===== src/hdl/ext_bus_consts.vh =====
`ifndef EXT_BUS_CONSTS_VH
`define EXT_BUS_CONSTS_VH

// Register byte offsets.
`define REG_CTRL 5'h00
`define REG_ACCESS_STATE 5'h04
`define REG_BUS_WIDTH 5'h08
`define REG_DRAM_CFG 5'h0C
`define REG_STATUS 5'h10

// Control register field positions.
`define CTL_IDLE_AREA 0
`define CTL_IDLE_WAR 1
`define CTL_BROM_EN 2
`define CTL_BURST_LEN 3
`define CTL_BURST_WORDS 4
`define CTL_WBUF_EN 5
`define CTL_ACK_TIMING 6
`define CTL_RAS_HOLD 7
`define CTL_DRAM_BURST 8
`define CTL_WAIT_PIN 9
`define CTL_ADVANCED 10
`define CTL_WIDTH 11

// Reset values.
`define CTL_RESET 11'h403
`define ACCESS_STATE_RESET 8'hFF
`define BUS_WIDTH_RESET 8'hFF
`define DRAM_AREAS_RESET 8'h00
`define PROG_WAIT_RESET 2'h3

// Address slicing and burst limits.
`define AREA_MSB 23
`define AREA_LSB 21
`define ROW_LSB 9
`define BURST_LIMIT_4 3'h3
`define BURST_LIMIT_8 3'h7
`define BLOCK_MASK_4 24'hFFFFF8
`define BLOCK_MASK_8 24'hFFFFF0

`endif


===== src/hdl/bit_sync.v =====
`timescale 1ns/1ns
// Two-flop synchroniser; the first flop feeds only the second.
module bit_sync #(
	parameter RESET_VAL = 1'b0
) (
	input wire clk,
	input wire arst_n,
	input wire d,
	output wire q
);
	reg meta_q;
	reg sync_q;

	always @(posedge clk or negedge arst_n) begin
		if (!arst_n) begin
			meta_q <= RESET_VAL;
			sync_q <= RESET_VAL;
		end else begin
			meta_q <= d;
			sync_q <= meta_q;
		end
	end

	assign q = sync_q;
endmodule


===== src/hdl/idle_check.v =====
`timescale 1ns/1ns
// Decides whether an idle state precedes the cycle being started.
module idle_check (
	input wire prev_read,
	input wire [2:0] prev_area,
	input wire [2:0] cur_area,
	input wire cur_write,
	input wire idle_between_area_reads,
	input wire idle_write_after_read,
	input wire advanced_mode,
	input wire cur_dram,
	input wire cur_dram_hold_burst,
	output wire need_idle
);
	wire area_case;
	wire war_case;
	wire settings_apply;

	assign area_case = idle_between_area_reads & advanced_mode & !cur_write &
		(prev_area != cur_area);
	assign war_case = idle_write_after_read & cur_write;
	// A DRAM cycle brings its own precharge or is a page hit; only a held-row burst takes idle settings.
	assign settings_apply = !cur_dram | cur_dram_hold_burst;
	assign need_idle = prev_read & settings_apply & (area_case | war_case);
endmodule


===== src/hdl/ext_bus_burst_idle_ctrl.v =====
`timescale 1ns/1ns
// Functional notes
// - With late ack timing, DRAM page bursts depend on address only, not master.
// - Late ack timing drives the DMA ack low from column state one.
// - Early ack timing forces full DRAM access for DMA single-address transfers.
// - Early ack timing drives the DMA ack low from the row state.
// - Early ack timing still allows page bursts for other DRAM accesses.
// - Area 0 burst ROM mode bursts only on CPU instruction fetches.
// - Burst limit is four words, or eight when word count select is set.
// - Initial burst ROM cycle length follows area 0 access state bit; waits need it.
// - Initial burst ROM cycle takes program and pin waits like basic cycles.
// - Burst ROM burst cycles last one or two states.
// - No wait states ever enter a burst ROM burst cycle.
// - Burst ROM area 0 is always 16-bit, ignoring its width bit.
// - Advanced mode reads of differing areas get one idle state first.
// - A write after a read gets one idle state first.
// - Both idle insertions are enabled after reset.
// - DRAM accesses other than held-row bursts ignore idle settings; full ones take only precharge, page hits none.
// - Held-row DRAM bursts honour both idle settings.
// - Idle state drives next address, floats data, holds strobes and ack high.
// - Idle state holds selects high, except a held DRAM row stays low.
// - Write buffer lets external writes overlap internal reads.
// - Overlap starts only from the second state of the external write.
// - Full DRAM access is precharge, row, column one, column two.
// - Row hold mode keeps the row strobe low across other spaces.
`include "ext_bus_consts.vh"
module ext_bus_burst_idle_ctrl (
	input wire core_clk,
	input wire rst_n,
	input wire [4:0] reg_addr,
	input wire [31:0] reg_wdata,
	input wire reg_wr,
	input wire reg_rd,
	output reg [31:0] reg_rdata,
	input wire req_valid,
	output wire req_ready,
	input wire [23:0] req_addr,
	input wire req_write,
	input wire req_byte,
	input wire [15:0] req_wdata,
	input wire req_fetch,
	input wire req_dma_sa,
	output reg resp_valid,
	output reg [15:0] resp_rdata,
	input wire int_req,
	output wire int_grant,
	output wire [23:0] ext_addr,
	output wire [15:0] ext_data_out,
	output wire ext_data_oe,
	input wire [15:0] ext_data_in,
	output wire [7:0] chip_select_n,
	output wire column_strobe_n,
	output wire address_strobe_n,
	output wire read_strobe_n,
	output wire upper_write_strobe_n,
	output wire lower_write_strobe_n,
	output wire dma_transfer_ack_n,
	input wire wait_n
);
	localparam S_READY = 4'h0;
	localparam S_IDLE = 4'h1;
	localparam S_T1 = 4'h2;
	localparam S_T2 = 4'h3;
	localparam S_TW = 4'h4;
	localparam S_T3 = 4'h5;
	localparam S_TP = 4'h6;
	localparam S_TR = 4'h7;
	localparam S_TC1 = 4'h8;
	localparam S_DTW = 4'h9;
	localparam S_TC2 = 4'hA;
	localparam S_B1 = 4'hB;
	localparam S_B2 = 4'hC;

	function [2:0] area_of;
		input [23:0] a;
		begin
			area_of = a[`AREA_MSB:`AREA_LSB];
		end
	endfunction

	wire rst_sync_n;
	wire wait_s_n;

	bit_sync #(.RESET_VAL(1'b0)) u_rst_sync (
		.clk(core_clk),
		.arst_n(rst_n),
		.d(1'b1),
		.q(rst_sync_n)
	);

	bit_sync #(.RESET_VAL(1'b1)) u_wait_sync (
		.clk(core_clk),
		.arst_n(rst_sync_n),
		.d(wait_n),
		.q(wait_s_n)
	);

	reg [`CTL_WIDTH-1:0] ctl_q;
	reg [7:0] access_state_ctrl_q;
	reg [7:0] bus_width_ctrl_q;
	reg [7:0] dram_areas_q;
	reg [1:0] prog_wait_q;

	wire idle_between_area_reads = ctl_q[`CTL_IDLE_AREA];
	wire idle_write_after_read = ctl_q[`CTL_IDLE_WAR];
	wire area0_burst_rom_enable = ctl_q[`CTL_BROM_EN];
	wire burst_cycle_length_sel = ctl_q[`CTL_BURST_LEN];
	wire burst_word_count_sel = ctl_q[`CTL_BURST_WORDS];
	wire write_buffer_enable = ctl_q[`CTL_WBUF_EN];
	wire ack_timing_select = ctl_q[`CTL_ACK_TIMING];
	wire ras_hold_mode_sel = ctl_q[`CTL_RAS_HOLD];
	wire dram_burst_enable = ctl_q[`CTL_DRAM_BURST];
	wire wait_pin_enable = ctl_q[`CTL_WAIT_PIN];
	wire advanced_mode = ctl_q[`CTL_ADVANCED];

	reg [3:0] state_q;
	reg [3:0] state_d;
	reg [3:0] go_q;
	reg first_q;
	reg [1:0] wcnt_q;
	reg [23:0] cur_addr_q;
	reg [15:0] cur_wdata_q;
	reg cur_write_q;
	reg cur_byte_q;
	reg cur_dma_q;
	reg cur_dram_q;
	reg cur_narrow_q;
	reg cur_slow_q;
	reg last_read_q;
	reg [2:0] last_area_q;
	reg row_open_q;
	reg [2:0] open_area_q;
	reg [23:`ROW_LSB] open_row_q;
	reg brom_valid_q;
	reg [23:0] brom_addr_q;
	reg [2:0] brom_cnt_q;

	// Decisions on the request being offered.
	wire [2:0] req_area = area_of(req_addr);
	wire req_dram = dram_areas_q[req_area];
	wire req_brom_space = area0_burst_rom_enable & (req_area == 3'h0);
	wire dma_forces_full = req_dma_sa & !ack_timing_select;
	wire page_hit = dram_burst_enable & row_open_q & (open_area_q == req_area) &
		(open_row_q == req_addr[23:`ROW_LSB]) & !dma_forces_full;
	wire hold_burst = page_hit & ras_hold_mode_sel;
	wire [23:0] block_mask = burst_word_count_sel ? `BLOCK_MASK_8 : `BLOCK_MASK_4;
	wire [2:0] burst_limit = burst_word_count_sel ? `BURST_LIMIT_8 : `BURST_LIMIT_4;
	wire same_block = ((req_addr ^ brom_addr_q) & block_mask) == 24'h000000;
	wire brom_hit = req_brom_space & req_fetch & brom_valid_q & same_block &
		(brom_cnt_q < burst_limit);
	wire need_idle;
	wire take = req_valid & (state_q == S_READY);
	wire [3:0] first_state = req_dram ? (page_hit ? S_TC1 : S_TP) :
		(brom_hit ? S_B1 : S_T1);

	idle_check u_idle (
		.prev_read(last_read_q),
		.prev_area(last_area_q),
		.cur_area(req_area),
		.cur_write(req_write),
		.idle_between_area_reads(idle_between_area_reads),
		.idle_write_after_read(idle_write_after_read),
		.advanced_mode(advanced_mode),
		.cur_dram(req_dram),
		.cur_dram_hold_burst(hold_burst),
		.need_idle(need_idle)
	);

	assign req_ready = (state_q == S_READY);

	// Waits only where the access state bit allows them; never in burst ROM burst cycles.
	wire want_wait = cur_slow_q & ((wcnt_q < prog_wait_q) |
		(wait_pin_enable & !wait_s_n));
	wire last_state = (state_q == S_TC2) | (state_q == S_T3) |
		((state_q == S_T2) & !cur_slow_q) | (state_q == S_B2) |
		((state_q == S_B1) & !burst_cycle_length_sel);

	always @* begin
		state_d = state_q;
		case (state_q)
			S_READY: begin
				if (take) begin
					state_d = need_idle ? S_IDLE : first_state;
				end
			end
			S_IDLE: state_d = go_q;
			S_T1: state_d = S_T2;
			S_T2: begin
				if (cur_slow_q) begin
					state_d = want_wait ? S_TW : S_T3;
				end else begin
					state_d = S_READY;
				end
			end
			S_TW: state_d = want_wait ? S_TW : S_T3;
			S_T3: state_d = S_READY;
			S_TP: state_d = S_TR;
			S_TR: state_d = S_TC1;
			S_TC1: state_d = want_wait ? S_DTW : S_TC2;
			S_DTW: state_d = want_wait ? S_DTW : S_TC2;
			S_TC2: state_d = S_READY;
			S_B1: state_d = burst_cycle_length_sel ? S_B2 : S_READY;
			S_B2: state_d = S_READY;
			default: state_d = S_READY;
		endcase
	end

	always @(posedge core_clk or negedge rst_sync_n) begin
		if (!rst_sync_n) begin
			state_q <= S_READY;
			go_q <= S_READY;
			first_q <= 1'b0;
			wcnt_q <= 2'h0;
			cur_addr_q <= 24'h000000;
			cur_wdata_q <= 16'h0000;
			cur_write_q <= 1'b0;
			cur_byte_q <= 1'b0;
			cur_dma_q <= 1'b0;
			cur_dram_q <= 1'b0;
			cur_narrow_q <= 1'b0;
			cur_slow_q <= 1'b0;
			last_read_q <= 1'b0;
			last_area_q <= 3'h0;
			row_open_q <= 1'b0;
			open_area_q <= 3'h0;
			open_row_q <= {(24-`ROW_LSB){1'b0}};
			brom_valid_q <= 1'b0;
			brom_addr_q <= 24'h000000;
			brom_cnt_q <= 3'h0;
			resp_valid <= 1'b0;
			resp_rdata <= 16'h0000;
		end else begin
			state_q <= state_d;
			resp_valid <= 1'b0;
			first_q <= (state_d != state_q) & ((state_q == S_READY) |
				(state_q == S_IDLE)) & (state_d != S_IDLE);
			if ((state_q == S_TW) | (state_q == S_DTW) |
				((state_q == S_T2) & (state_d == S_TW)) |
				((state_q == S_TC1) & (state_d == S_DTW))) begin
				wcnt_q <= (wcnt_q == 2'h3) ? wcnt_q : wcnt_q + 2'h1;
			end else if (state_q == S_READY) begin
				wcnt_q <= 2'h0;
			end
			if (take) begin
				go_q <= first_state;
				cur_addr_q <= req_addr;
				cur_wdata_q <= req_wdata;
				cur_write_q <= req_write;
				cur_byte_q <= req_byte;
				cur_dma_q <= req_dma_sa;
				cur_dram_q <= req_dram;
				cur_narrow_q <= bus_width_ctrl_q[req_area] & !req_brom_space;
				cur_slow_q <= access_state_ctrl_q[req_area];
				if (req_dram) begin
					if (!page_hit) begin
						row_open_q <= 1'b0;
					end
				end else if (!ras_hold_mode_sel) begin
					row_open_q <= 1'b0;
				end
				if (req_brom_space & req_fetch) begin
					brom_valid_q <= 1'b1;
					brom_addr_q <= req_addr;
					brom_cnt_q <= brom_hit ? brom_cnt_q + 3'h1 : 3'h0;
				end else begin
					brom_valid_q <= 1'b0;
				end
			end
			if (last_state) begin
				resp_valid <= 1'b1;
				resp_rdata <= cur_write_q ? 16'h0000 :
					(cur_narrow_q ? {8'h00, ext_data_in[15:8]} : ext_data_in);
				last_read_q <= !cur_write_q;
				last_area_q <= area_of(cur_addr_q);
				if (cur_dram_q & dram_burst_enable) begin
					row_open_q <= 1'b1;
					open_area_q <= area_of(cur_addr_q);
					open_row_q <= cur_addr_q[23:`ROW_LSB];
				end
			end
		end
	end

	// Pin decode.
	wire in_basic = (state_q == S_T1) | (state_q == S_T2) | (state_q == S_TW) |
		(state_q == S_T3);
	wire in_burst = (state_q == S_B1) | (state_q == S_B2);
	wire in_col = (state_q == S_TC1) | (state_q == S_DTW) | (state_q == S_TC2);
	wire in_row_act = (state_q == S_TR) | in_col;
	wire in_idle = (state_q == S_IDLE);
	wire wr_phase = (in_basic & (state_q != S_T1)) | in_col;
	wire [2:0] cur_area = area_of(cur_addr_q);
	wire ack_dram = ack_timing_select ? in_col : in_row_act;

	// Row and column multiplexed onto the low address lines for DRAM.
	assign ext_addr = (cur_dram_q & ((state_q == S_TP) | (state_q == S_TR))) ?
		{{`ROW_LSB{1'b0}}, cur_addr_q[23:`ROW_LSB]} : cur_addr_q;
	assign ext_data_out = cur_narrow_q ? {cur_wdata_q[7:0], 8'h00} : cur_wdata_q;
	assign ext_data_oe = cur_write_q & (in_basic | in_col);

	genvar gi;
	generate
		for (gi = 0; gi < 8; gi = gi + 1) begin : g_cs
			wire area_hit = (cur_area == gi);
			wire basic_sel = area_hit & !cur_dram_q & (in_basic | in_burst);
			wire dram_sel = area_hit & cur_dram_q & in_row_act;
			// A held row keeps its strobe low through idle and other spaces.
			wire held_sel = row_open_q & (open_area_q == gi) &
				(state_q != S_TP);
			assign chip_select_n[gi] = !(basic_sel | dram_sel | held_sel);
		end
	endgenerate

	assign address_strobe_n = !in_basic;
	assign read_strobe_n = !(!cur_write_q & (in_basic | in_burst | in_col));
	assign column_strobe_n = !((state_q == S_DTW) | (state_q == S_TC2));
	assign upper_write_strobe_n = !(cur_write_q & wr_phase &
		(cur_narrow_q | !cur_byte_q | !cur_addr_q[0]));
	assign lower_write_strobe_n = !(cur_write_q & wr_phase & !cur_narrow_q &
		(!cur_byte_q | cur_addr_q[0]));
	assign dma_transfer_ack_n = !(cur_dma_q & !in_idle &
		(cur_dram_q ? ack_dram : in_basic));

	// The first state of a buffered write belongs to the write alone.
	assign int_grant = int_req & ((state_q == S_READY) | (write_buffer_enable &
		(cur_write_q | cur_dma_q) & (in_basic | in_row_act | in_burst) &
		!first_q));

	always @(posedge core_clk or negedge rst_sync_n) begin
		if (!rst_sync_n) begin
			ctl_q <= `CTL_RESET;
			access_state_ctrl_q <= `ACCESS_STATE_RESET;
			bus_width_ctrl_q <= `BUS_WIDTH_RESET;
			dram_areas_q <= `DRAM_AREAS_RESET;
			prog_wait_q <= `PROG_WAIT_RESET;
			reg_rdata <= 32'h00000000;
		end else begin
			if (reg_wr) begin
				case (reg_addr)
					`REG_CTRL: ctl_q <= reg_wdata[`CTL_WIDTH-1:0];
					`REG_ACCESS_STATE: access_state_ctrl_q <= reg_wdata[7:0];
					`REG_BUS_WIDTH: bus_width_ctrl_q <= reg_wdata[7:0];
					`REG_DRAM_CFG: begin
						dram_areas_q <= reg_wdata[7:0];
						prog_wait_q <= reg_wdata[9:8];
					end
					default: ;
				endcase
			end
			if (reg_rd) begin
				case (reg_addr)
					`REG_CTRL: reg_rdata <= {{(32-`CTL_WIDTH){1'b0}}, ctl_q};
					`REG_ACCESS_STATE: reg_rdata <= {24'h000000, access_state_ctrl_q};
					`REG_BUS_WIDTH: reg_rdata <= {24'h000000, bus_width_ctrl_q};
					`REG_DRAM_CFG: reg_rdata <= {22'h000000, prog_wait_q, dram_areas_q};
					`REG_STATUS: reg_rdata <= {16'h0000, brom_valid_q, brom_cnt_q,
						row_open_q, open_area_q, last_read_q, last_area_q, state_q};
					default: reg_rdata <= 32'h00000000;
				endcase
			end else begin
				reg_rdata <= 32'h00000000;
			end
		end
	end
endmodule


===== config.mk =====
export PLATFORM = sky130hd
export DESIGN_NAME = ext_bus_burst_idle_ctrl
export DESIGN_NICKNAME = d
export VERILOG_FILES = /design/src/hdl/bit_sync.v /design/src/hdl/idle_check.v /design/src/hdl/ext_bus_burst_idle_ctrl.v
export VERILOG_INCLUDE_DIRS = /design/src /design/src/hdl
export SDC_FILE = /design/constraint.sdc
export NUM_CORES = 1
export LEC_CHECK = 0
export BUFFER_PORTS_ARGS = -buffer_cell sky130_fd_sc_hd__buf_2
export CORE_MARGIN = 10
export CORE_UTILIZATION = 55
export DETAILED_ROUTE_END_ITERATION = 8
export PLACE_DENSITY_LB_ADDON = 0.25
export SLEW_MARGIN = 20
export SYNTH_ARGS = -nofsm -noshare
export SYNTH_HDL_FRONTEND = slang
export SYNTH_SLANG_ARGS = --single-unit
export TNS_END_PERCENT = 1

===== constraint.sdc =====
create_clock -name core_clk -period 8.1 [get_ports core_clk]
set_input_delay 1.62 -clock core_clk [delete_from_list [all_inputs] [get_ports core_clk]]
set_output_delay 1.62 -clock core_clk [all_outputs]
set_load 0.05 [all_outputs]

==> results of run 1 <==
sequential cells by signal, indices dropped and copies added, names as in the netlist, 4 cells and up:
register / flops
access_state_ctrl_q: 8
brom_addr_q: 21
bus_width_ctrl_q: 8
ctl_q: 11
cur_addr_q: 24
cur_wdata_q: 16
dram_areas_q: 8
go_q: 4
open_row_q: 12
reg_rdata: 16
resp_rdata: 16
state_q: 4
worst max-delay path, cell delays in order (launching register included):
cell	delay, ns
dfrtp_1	0.77
inv_1	0.31
nor2_1	0.31
nand3_1	0.77
mux2_2	0.58
buf_2	0.22
report_power, final:
group	switching [uW]	total (uW)	internal (uW)
Sequential	260	1390	1130
Combinational	1230	1790	568
Clock	359	889	530
area by class of cell:
cell class | count | area (um^2)
Multi-Input combinational cell | 624 | 4259
Inverter | 17 | 63.81
Timing Repair Buffer | 177 | 902.1
Clock buffer | 18 | 439.2
Fill cell | 1298 | 5368
Clock inverter | 14 | 201.4
Sequential cell | 176 | 4437
Tap cell | 216 | 270.3
Antenna cell | 1 | 2.502
per-stage QoR:
stage | setup slack (ns) | hold slack [ns] | instances | instance area (um^2) | power [uW]
finish | 3.062 | 0.2876 | 1243 | 10580 | 4077
global route | 2.803 | 0.3316 | 1242 | 10570 | 4310
CTS | 3.111 | 0.3080 | 1242 | 10570 | 4094
detailed placement | 3.185 | 0.2991 | 1210 | 9927 | 3194
global placement | 3.187 | 0.2958 | 1210 | 9927 | 3161
floorplan | 2.771 | 0.3312 | 877 | 9055 | 2759
per-layer routing:
layer / up-vias / GRT usage (%) / wire length (um)
met4: 0 / 7.384 / 501
met2: 273 / 35.10 / 11480
met5: - / 0 / 0
li1: 3270 / - / -
met1: 3405 / 27.57 / 10100
met3: 37 / 6.471 / 1882
path summary, 6_finish.rpt:
check | endpoint | slack (ns) | cells after the start
worst max-delay path | ext_addr[0] | 3.06 | 5
worst min-delay path | cur_wdata_q[0] | 0.29 | 0
worst max register to register | brom_cnt_q[2] | 3.92 | 7
worst min register to register | cur_wdata_q[0] | 0.29 | 0
max in group asynchronous | state_q[0] | 6.70 | 1
min in group core_clk | u_wait_sync.q | 0.36 | 0
cells in the final DEF (no fill, tap or decap), drive strengths merged, types with 18 or more instances in the layout:
cell and n:
nand2 181, buf 177, dfrtp 153, mux2 103, nor2 35, xor2 26
o21ai 26, a21oi 25, mux2i 24, dfstp 23, inv 22, and2 18
clkbuf 18
cell families after synthesis:
group,count (synthesis),share of synthesized area [%]
other,2,0.08346
xor gates and xnor gates,43,4.185
adders and majority gates,4,0.5562
muxes,132,16.81
AOI/OAI and AO/OA,112,8.607
DFF,176,49.26
buffers and inverters,77,4.116
and+or+nand+nor,316,16.38
synth_stat cells, types with 7 or more instances:
cell type / number
buf_4: 16
a21oi_1: 24
dfrtp_1: 153
o21ai_0: 24
mux2_2: 103
a221oi_1: 8
mux2i_1: 24
nor2b_1: 16
dfstp_2: 23
nand2b_1: 7
nand2_1: 181
nor4_1: 11
buf_1: 8
nor2_1: 35
and2_1: 18
o31ai_1: 9
inv_1: 17
clkbuf_1: 29
xor2_1: 26
nand3_1: 12
xnor2_1: 17
==> summary.md, run 1 <==
| Metric | Value |
|---|---|
| Gpl congestion | `about 0.9` |
| Vias in the first global route | `7,066` |
| Max Slew Vio Count | `0` |
| Layout area overhead | `17.52%` |
| Tot GR Track Use | `a little over a fifth` |
| CP Capture Type | `primary output` |
| IO Count | `210` |
| Status | `finished clean` |
| Net count reported at finish | `1,121` |
| Core Rows | `46` |
| Hold-fix buffers, CTS | `0` |
| CP required | `6.48 ns` |
| CP arrival | `3.42 ns` |
| Crit. Startpoint | `state_q[2]` |
| Initial Utilization | `56.44%` |
| Relative slew slack | `between 30% and 40%` |
| Flops & latches, synth | `between 150 and 200` |
| Final hold vios | `0` |
| Post-CTS sizing | `0` |
| Avg Inst Size Synth | `~10 um^2` |
| Fraction of layout cells with a size suffix above 1 | `34.99%` |
| Root Driver | `clkbuf_16` |
| Clk_lat worst skew | `0.43 ns` |
| Seq/Total Area, Yosys | `49.26%` |
| Post-Route WL | `around 24,000 um` |
| Post-Synthesis Cells | `around 860` |
| Clock input transition at the sequential cells of the worst setup and hold paths | `0.07 ns` |
| Hold Path Class | `reg -> async` |
| Number of flops mapped to enable cells by yosys | `0` |
| Final Core Density | `66.33%` |
| Die Area | `21,880 um^2` |
| Synth Warn # | `0` |
| Crit start category | `flop` |
| Clk buf depth | `2` |
| Kind of critical path | `reg -> out` |
| Htree depth | `4` |
| Drc violations | `0` |
| Worst VDD drop | `between 0.0003 and 0.0004 V` |
| DR vias | `6,985` |
| Die width | `147.9 um` |
| Synthesized area | `~9000 um^2` |
| Height of the die | `about 150 um` |
| Initial antenna violation count | `0` |
| Pwr per Cell Area | `approximately 390 nW/um^2` |
| Leakage | `0.005159 uW` |
| Final setup fails | `0` |
| CTS tree | `built` |
| Num CTS Buffers | `17` |
| Core ar. | `15,940 um^2` |
| Slew @ Worst Pin | `1.034 ns` |
| Min Tclk post-route | `5.038 ns` |
| Port Buffer Count | `172` |
| Area leader, netlist | `dfrtp_1` |
| Worst r2r src | `state_q[3]` |
| Sink Count | `176` |
| MaxCap Viol Count | `0` |
| Yosys cell types | `67` |
| Max Clk Rate | `198.5 MHz` |
| Maximum fanout along the worst path | `24` |
| DR pass1 iterations | `5` |
| Routed vias/inst | `5.619` |
| Post-CTS setup buffer count | `0` |
| Global-route wire length before repair | `about 38,000 um` |
| Largest net degree at the start of global routing | `86` |
| WL/cell | `between 15 and 20 um` |
| Async set-or-reset flop fraction in the synthesized netlist | `100.0%` |
| Dominant synthesized flop cell | `dfrtp_1` |
| Grt ovf | `0` |
| Top cells by area, synth | `dfrtp_1 43%, mux2_2 13%, nand2_1 7.6%, dfstp_2 6.7%, mux2i_1 2.7%` |
| Synth top area share | `a little over two fifths` |
| Fin crit share | `62.20%` |
| Detail Placement HPWL | `about 17,000 um` |
| Clk_skew | `0.007921 ns` |
| Iter 0 DRT Violations | `563` |
| Setup Total Neg Slack | `0 ns` |
| Antenna-violating nets left | `0` |
| RSZ-0062 raised after global routing | `false` |
Note: power is estimated with default switching activity, not from simulation.
==> run 2: changes to the inputs <==
--- a/config.mk
+++ b/config.mk
@@ -8,7 +8,7 @@
 export LEC_CHECK = 0
 export BUFFER_PORTS_ARGS = -buffer_cell sky130_fd_sc_hd__buf_2
 export CORE_MARGIN = 10
-export CORE_UTILIZATION = 55
+export CORE_UTILIZATION = 54
 export DETAILED_ROUTE_END_ITERATION = 8
 export PLACE_DENSITY_LB_ADDON = 0.25
 export SLEW_MARGIN = 20
==> constraint.sdc (replaced) <==
create_clock -name core_clk -period 4.9 [get_ports core_clk]
set_input_delay 0.98 -clock core_clk [delete_from_list [all_inputs] [get_ports core_clk]]
set_output_delay 0.98 -clock core_clk [all_outputs]
set_load 0.05 [all_outputs]
==> run 2 against run 1 <==
Compared with the run above: setup slack got worse by 2.2 ns; wire length fell by 0.52%; sequential power increased by 65%; clock skew grew 0.0046 ns; clock-buffer cell count increased by 5; clock power grew 65%; critical endpoint is now chip_select_n[0]; largest power group unchanged.
==> summary.md, run 2 (same netlist as run 1, synthesis figures left out) <==
| Metric | Value |
|---|---|
| R2R depth | `8 (+1)` |
| Core Rows | `47 (+2.2%)` |
| Sink Count | `176 (unchanged)` |
| Largest net degree at the start of global routing | `89 (+3.5%)` |
| Worst path most repeated cell | `nand2_1` |
| Die width | `149.1 um (+0.80%)` |
| Final setup fails | `0 (unchanged)` |
| Die Area | `22,230 um^2 (+1.6%)` |
| Final std cells w/o fill | `1,250 (+0.56%)` |
| Slowest CP cell | `dfrtp_1` |
| Pwr per Cell Area | `635.7 nW/um^2 (+65%)` |
| Commonest cells after routing, fill and taps aside | `180 x nand2_1, 172 x buf_2, 152 x dfrtp_1` |
| Core ar. | `16,470 um^2 (+3.3%)` |
| Vias in the first global route | `6,910 (-2.2%)` |
| Worst r2r src | `state_q[2]` |
| Most common library cell in the layout ignoring fill and taps | `nand2_1` |
| Height of the die | `149.1 um (+0.80%)` |
| Clk_skew | `0.01256 ns (+0.004635 ns)` |
| Area after DPL | `9967 um^2 (+0.40%)` |
| Final Core Density | `64.48% (-1.9 points)` |
| Top Registers | `cur_addr_q x24, brom_addr_q x21` |
| Num CTS Buffers | `17 (unchanged)` |
| Port Buffer Count | `172 (unchanged)` |
| Setup Total Neg Slack | `0 ns (unchanged)` |
| Maximum fanout along the worst path | `26 (+8.3%)` |
| Global-route wire length before repair | `37,940 um (-0.79%)` |
| WL/cell | `19.08 um (-1.1%)` |
| Max Clk Rate | `248.1 MHz` |
| Final std cell area, no fill | `10,620 um^2 (+0.39%)` |
| Iter 0 DRT Violations | `522 (-7.3%)` |
| CP Capture Type | `primary output` |
| Initial antenna violation count | `0 (unchanged)` |
| Status | `finished clean` |
| Post-CTS sizing | `0 (unchanged)` |
| Leakage | `0.005187 uW (+0.53%)` |
| CP Cell Sequence | `nand2_1 -> nand2_1 -> o211ai_1 -> nor3b_1 -> a32oi_1 -> buf_2` |
| Root Driver | `clkbuf_16` |
| Grt ovf | `0 (unchanged)` |
| MaxCap Viol Count | `0 (unchanged)` |
| Fraction of layout cells with a size suffix above 1 | `34.99% (about the same)` |
| Antenna-violating nets left | `0 (unchanged)` |
| Post-route setup slack | `0.8700 ns (-2.192 ns)` |
| Kind of critical path | `reg -> out` |
| Htree depth | `4 (unchanged)` |
| Initial Utilization | `54.65% (-1.8 points)` |
| Min Tclk post-route | `between 4 and 5 ns` |
| Dpl ws | `1.322 ns (-1.863 ns)` |
| Clk_lat worst skew | `0.43 ns (about the same)` |
| Clock input transition at the sequential cells of the worst setup and hold paths | `0.07 ns (about the same)` |
| Largest register by flop count | `cur_addr_q` |
| Hold-fix buffers, CTS | `0 (unchanged)` |
| CTS tree | `built` |
| DR pass1 iterations | `5 (unchanged)` |
| Detail Placement HPWL | `17,280 um (-0.52%)` |
| Slew @ Worst Pin | `0.8936 ns (-0.1401 ns)` |
| Max Slew Vio Count | `0 (unchanged)` |
| Post-Route WL | `23,850 um (-0.52%)` |
| Hold Path Class | `reg -> async` |
| Net count reported at finish | `1,124 (+0.27%)` |
| DR vias | `6,952 (-0.47%)` |
| RSZ-0062 raised after global routing | `false` |
| Relative slew slack | `40.26% (+9.4 points)` |
| Final hold vios | `0 (unchanged)` |
| Fin crit share | `82.25%` |
| CP required | `3.92 ns (-2.56 ns)` |
| Crit start category | `flop` |
| Routed vias/inst | `5.562 (-1.0%)` |
| Post-CTS setup buffer count | `0 (unchanged)` |
| IO Count | `210 (unchanged)` |
| Cells after DPL | `1,217 (+0.58%)` |
| CP arrival | `3.05 ns (-0.37 ns)` |
| Drc violations | `0 (unchanged)` |
| Crit. Startpoint | `state_q[1]` |
| Worst VDD drop | `0.0005593 V (+86%)` |
| Clk buf depth | `2 (unchanged)` |
| Layout area overhead | `17.98%` |
| Tot GR Track Use | `21.41% (-0.44 points)` |
| Gpl congestion | `0.9101 (+2.4%)` |
| Max stage delay on crit path | `0.87 ns (+0.10 ns)` |
| Max reg flops | `24 (unchanged)` |
==> run 2: cell types whose count changed in the layout (fill, tap and decap cells not counted), sizes merged <==
cell and delta:
buf +3, clkbuf +5, clkinv +2, clkinvlp -2
inv -5
==> run 2: where the power goes <==
group	internal, uW	switching [uW]
combinational	943	2040
clock	909	559
sequential	1870	424
total	3730	3020
==> run 2: cell type report <==
| cell class | count | area, um^2 |
|---|---|---|
| Fill cell | 1347 | 5849 |
| Tap cell | 220 | 275.3 |
| Sequential cell | 176 | 4437 |
| Timing Repair Buffer | 180 | 937.1 |
| Clock inverter | 9 | 155.1 |
| Multi-Input combinational cell | 624 | 4258 |
| Inverter | 17 | 63.81 |
| Clock buffer | 23 | 488.0 |
| Antenna cell | 1 | 2.502 |
==> run 2: metal layers <==
metal  wire [um]  global-route usage [%]
met5           0                       0
met4         365                   6.232
met3        2141                   6.978
met2       11080                   33.05
met1       10260                   28.18
==> run 2: path summary, 6_finish.rpt <==
kind                                    endpoint  slack [ns]
max in group asynchronous              wcnt_q[0]        3.83
worst min-delay path              resp_rdata[12]        0.12
min in group core_clk               u_rst_sync.q        0.36
worst min register to register    resp_rdata[12]        0.12
worst max-delay path            chip_select_n[0]        0.87
worst max register to register    open_row_q[14]        1.50
==> run 2: critical path, delay by kind of cell, from the launching register on <==
kind	cells	cell delay [ns]
flip-flops	1	0.87
AND/OR/NAND/NOR	3	0.85
AO/OA/AOI/OAI	2	0.55
buffers and inverters	1	0.34
==> run 2: per-stage QoR <==
| step | hold slack, ns | total power, uW |
|---|---|---|
| 4_1_cts | 0.1192 | 6783 |
| 3_3_place_gp | 0.1090 | 5234 |
| 5_1_grt | 0.1293 | 7126 |
| 3_5_place_dp | 0.1126 | 5289 |
| 2_1_floorplan | 0.3311 | 4560 |
| 6_report | 0.1204 | 6749 |
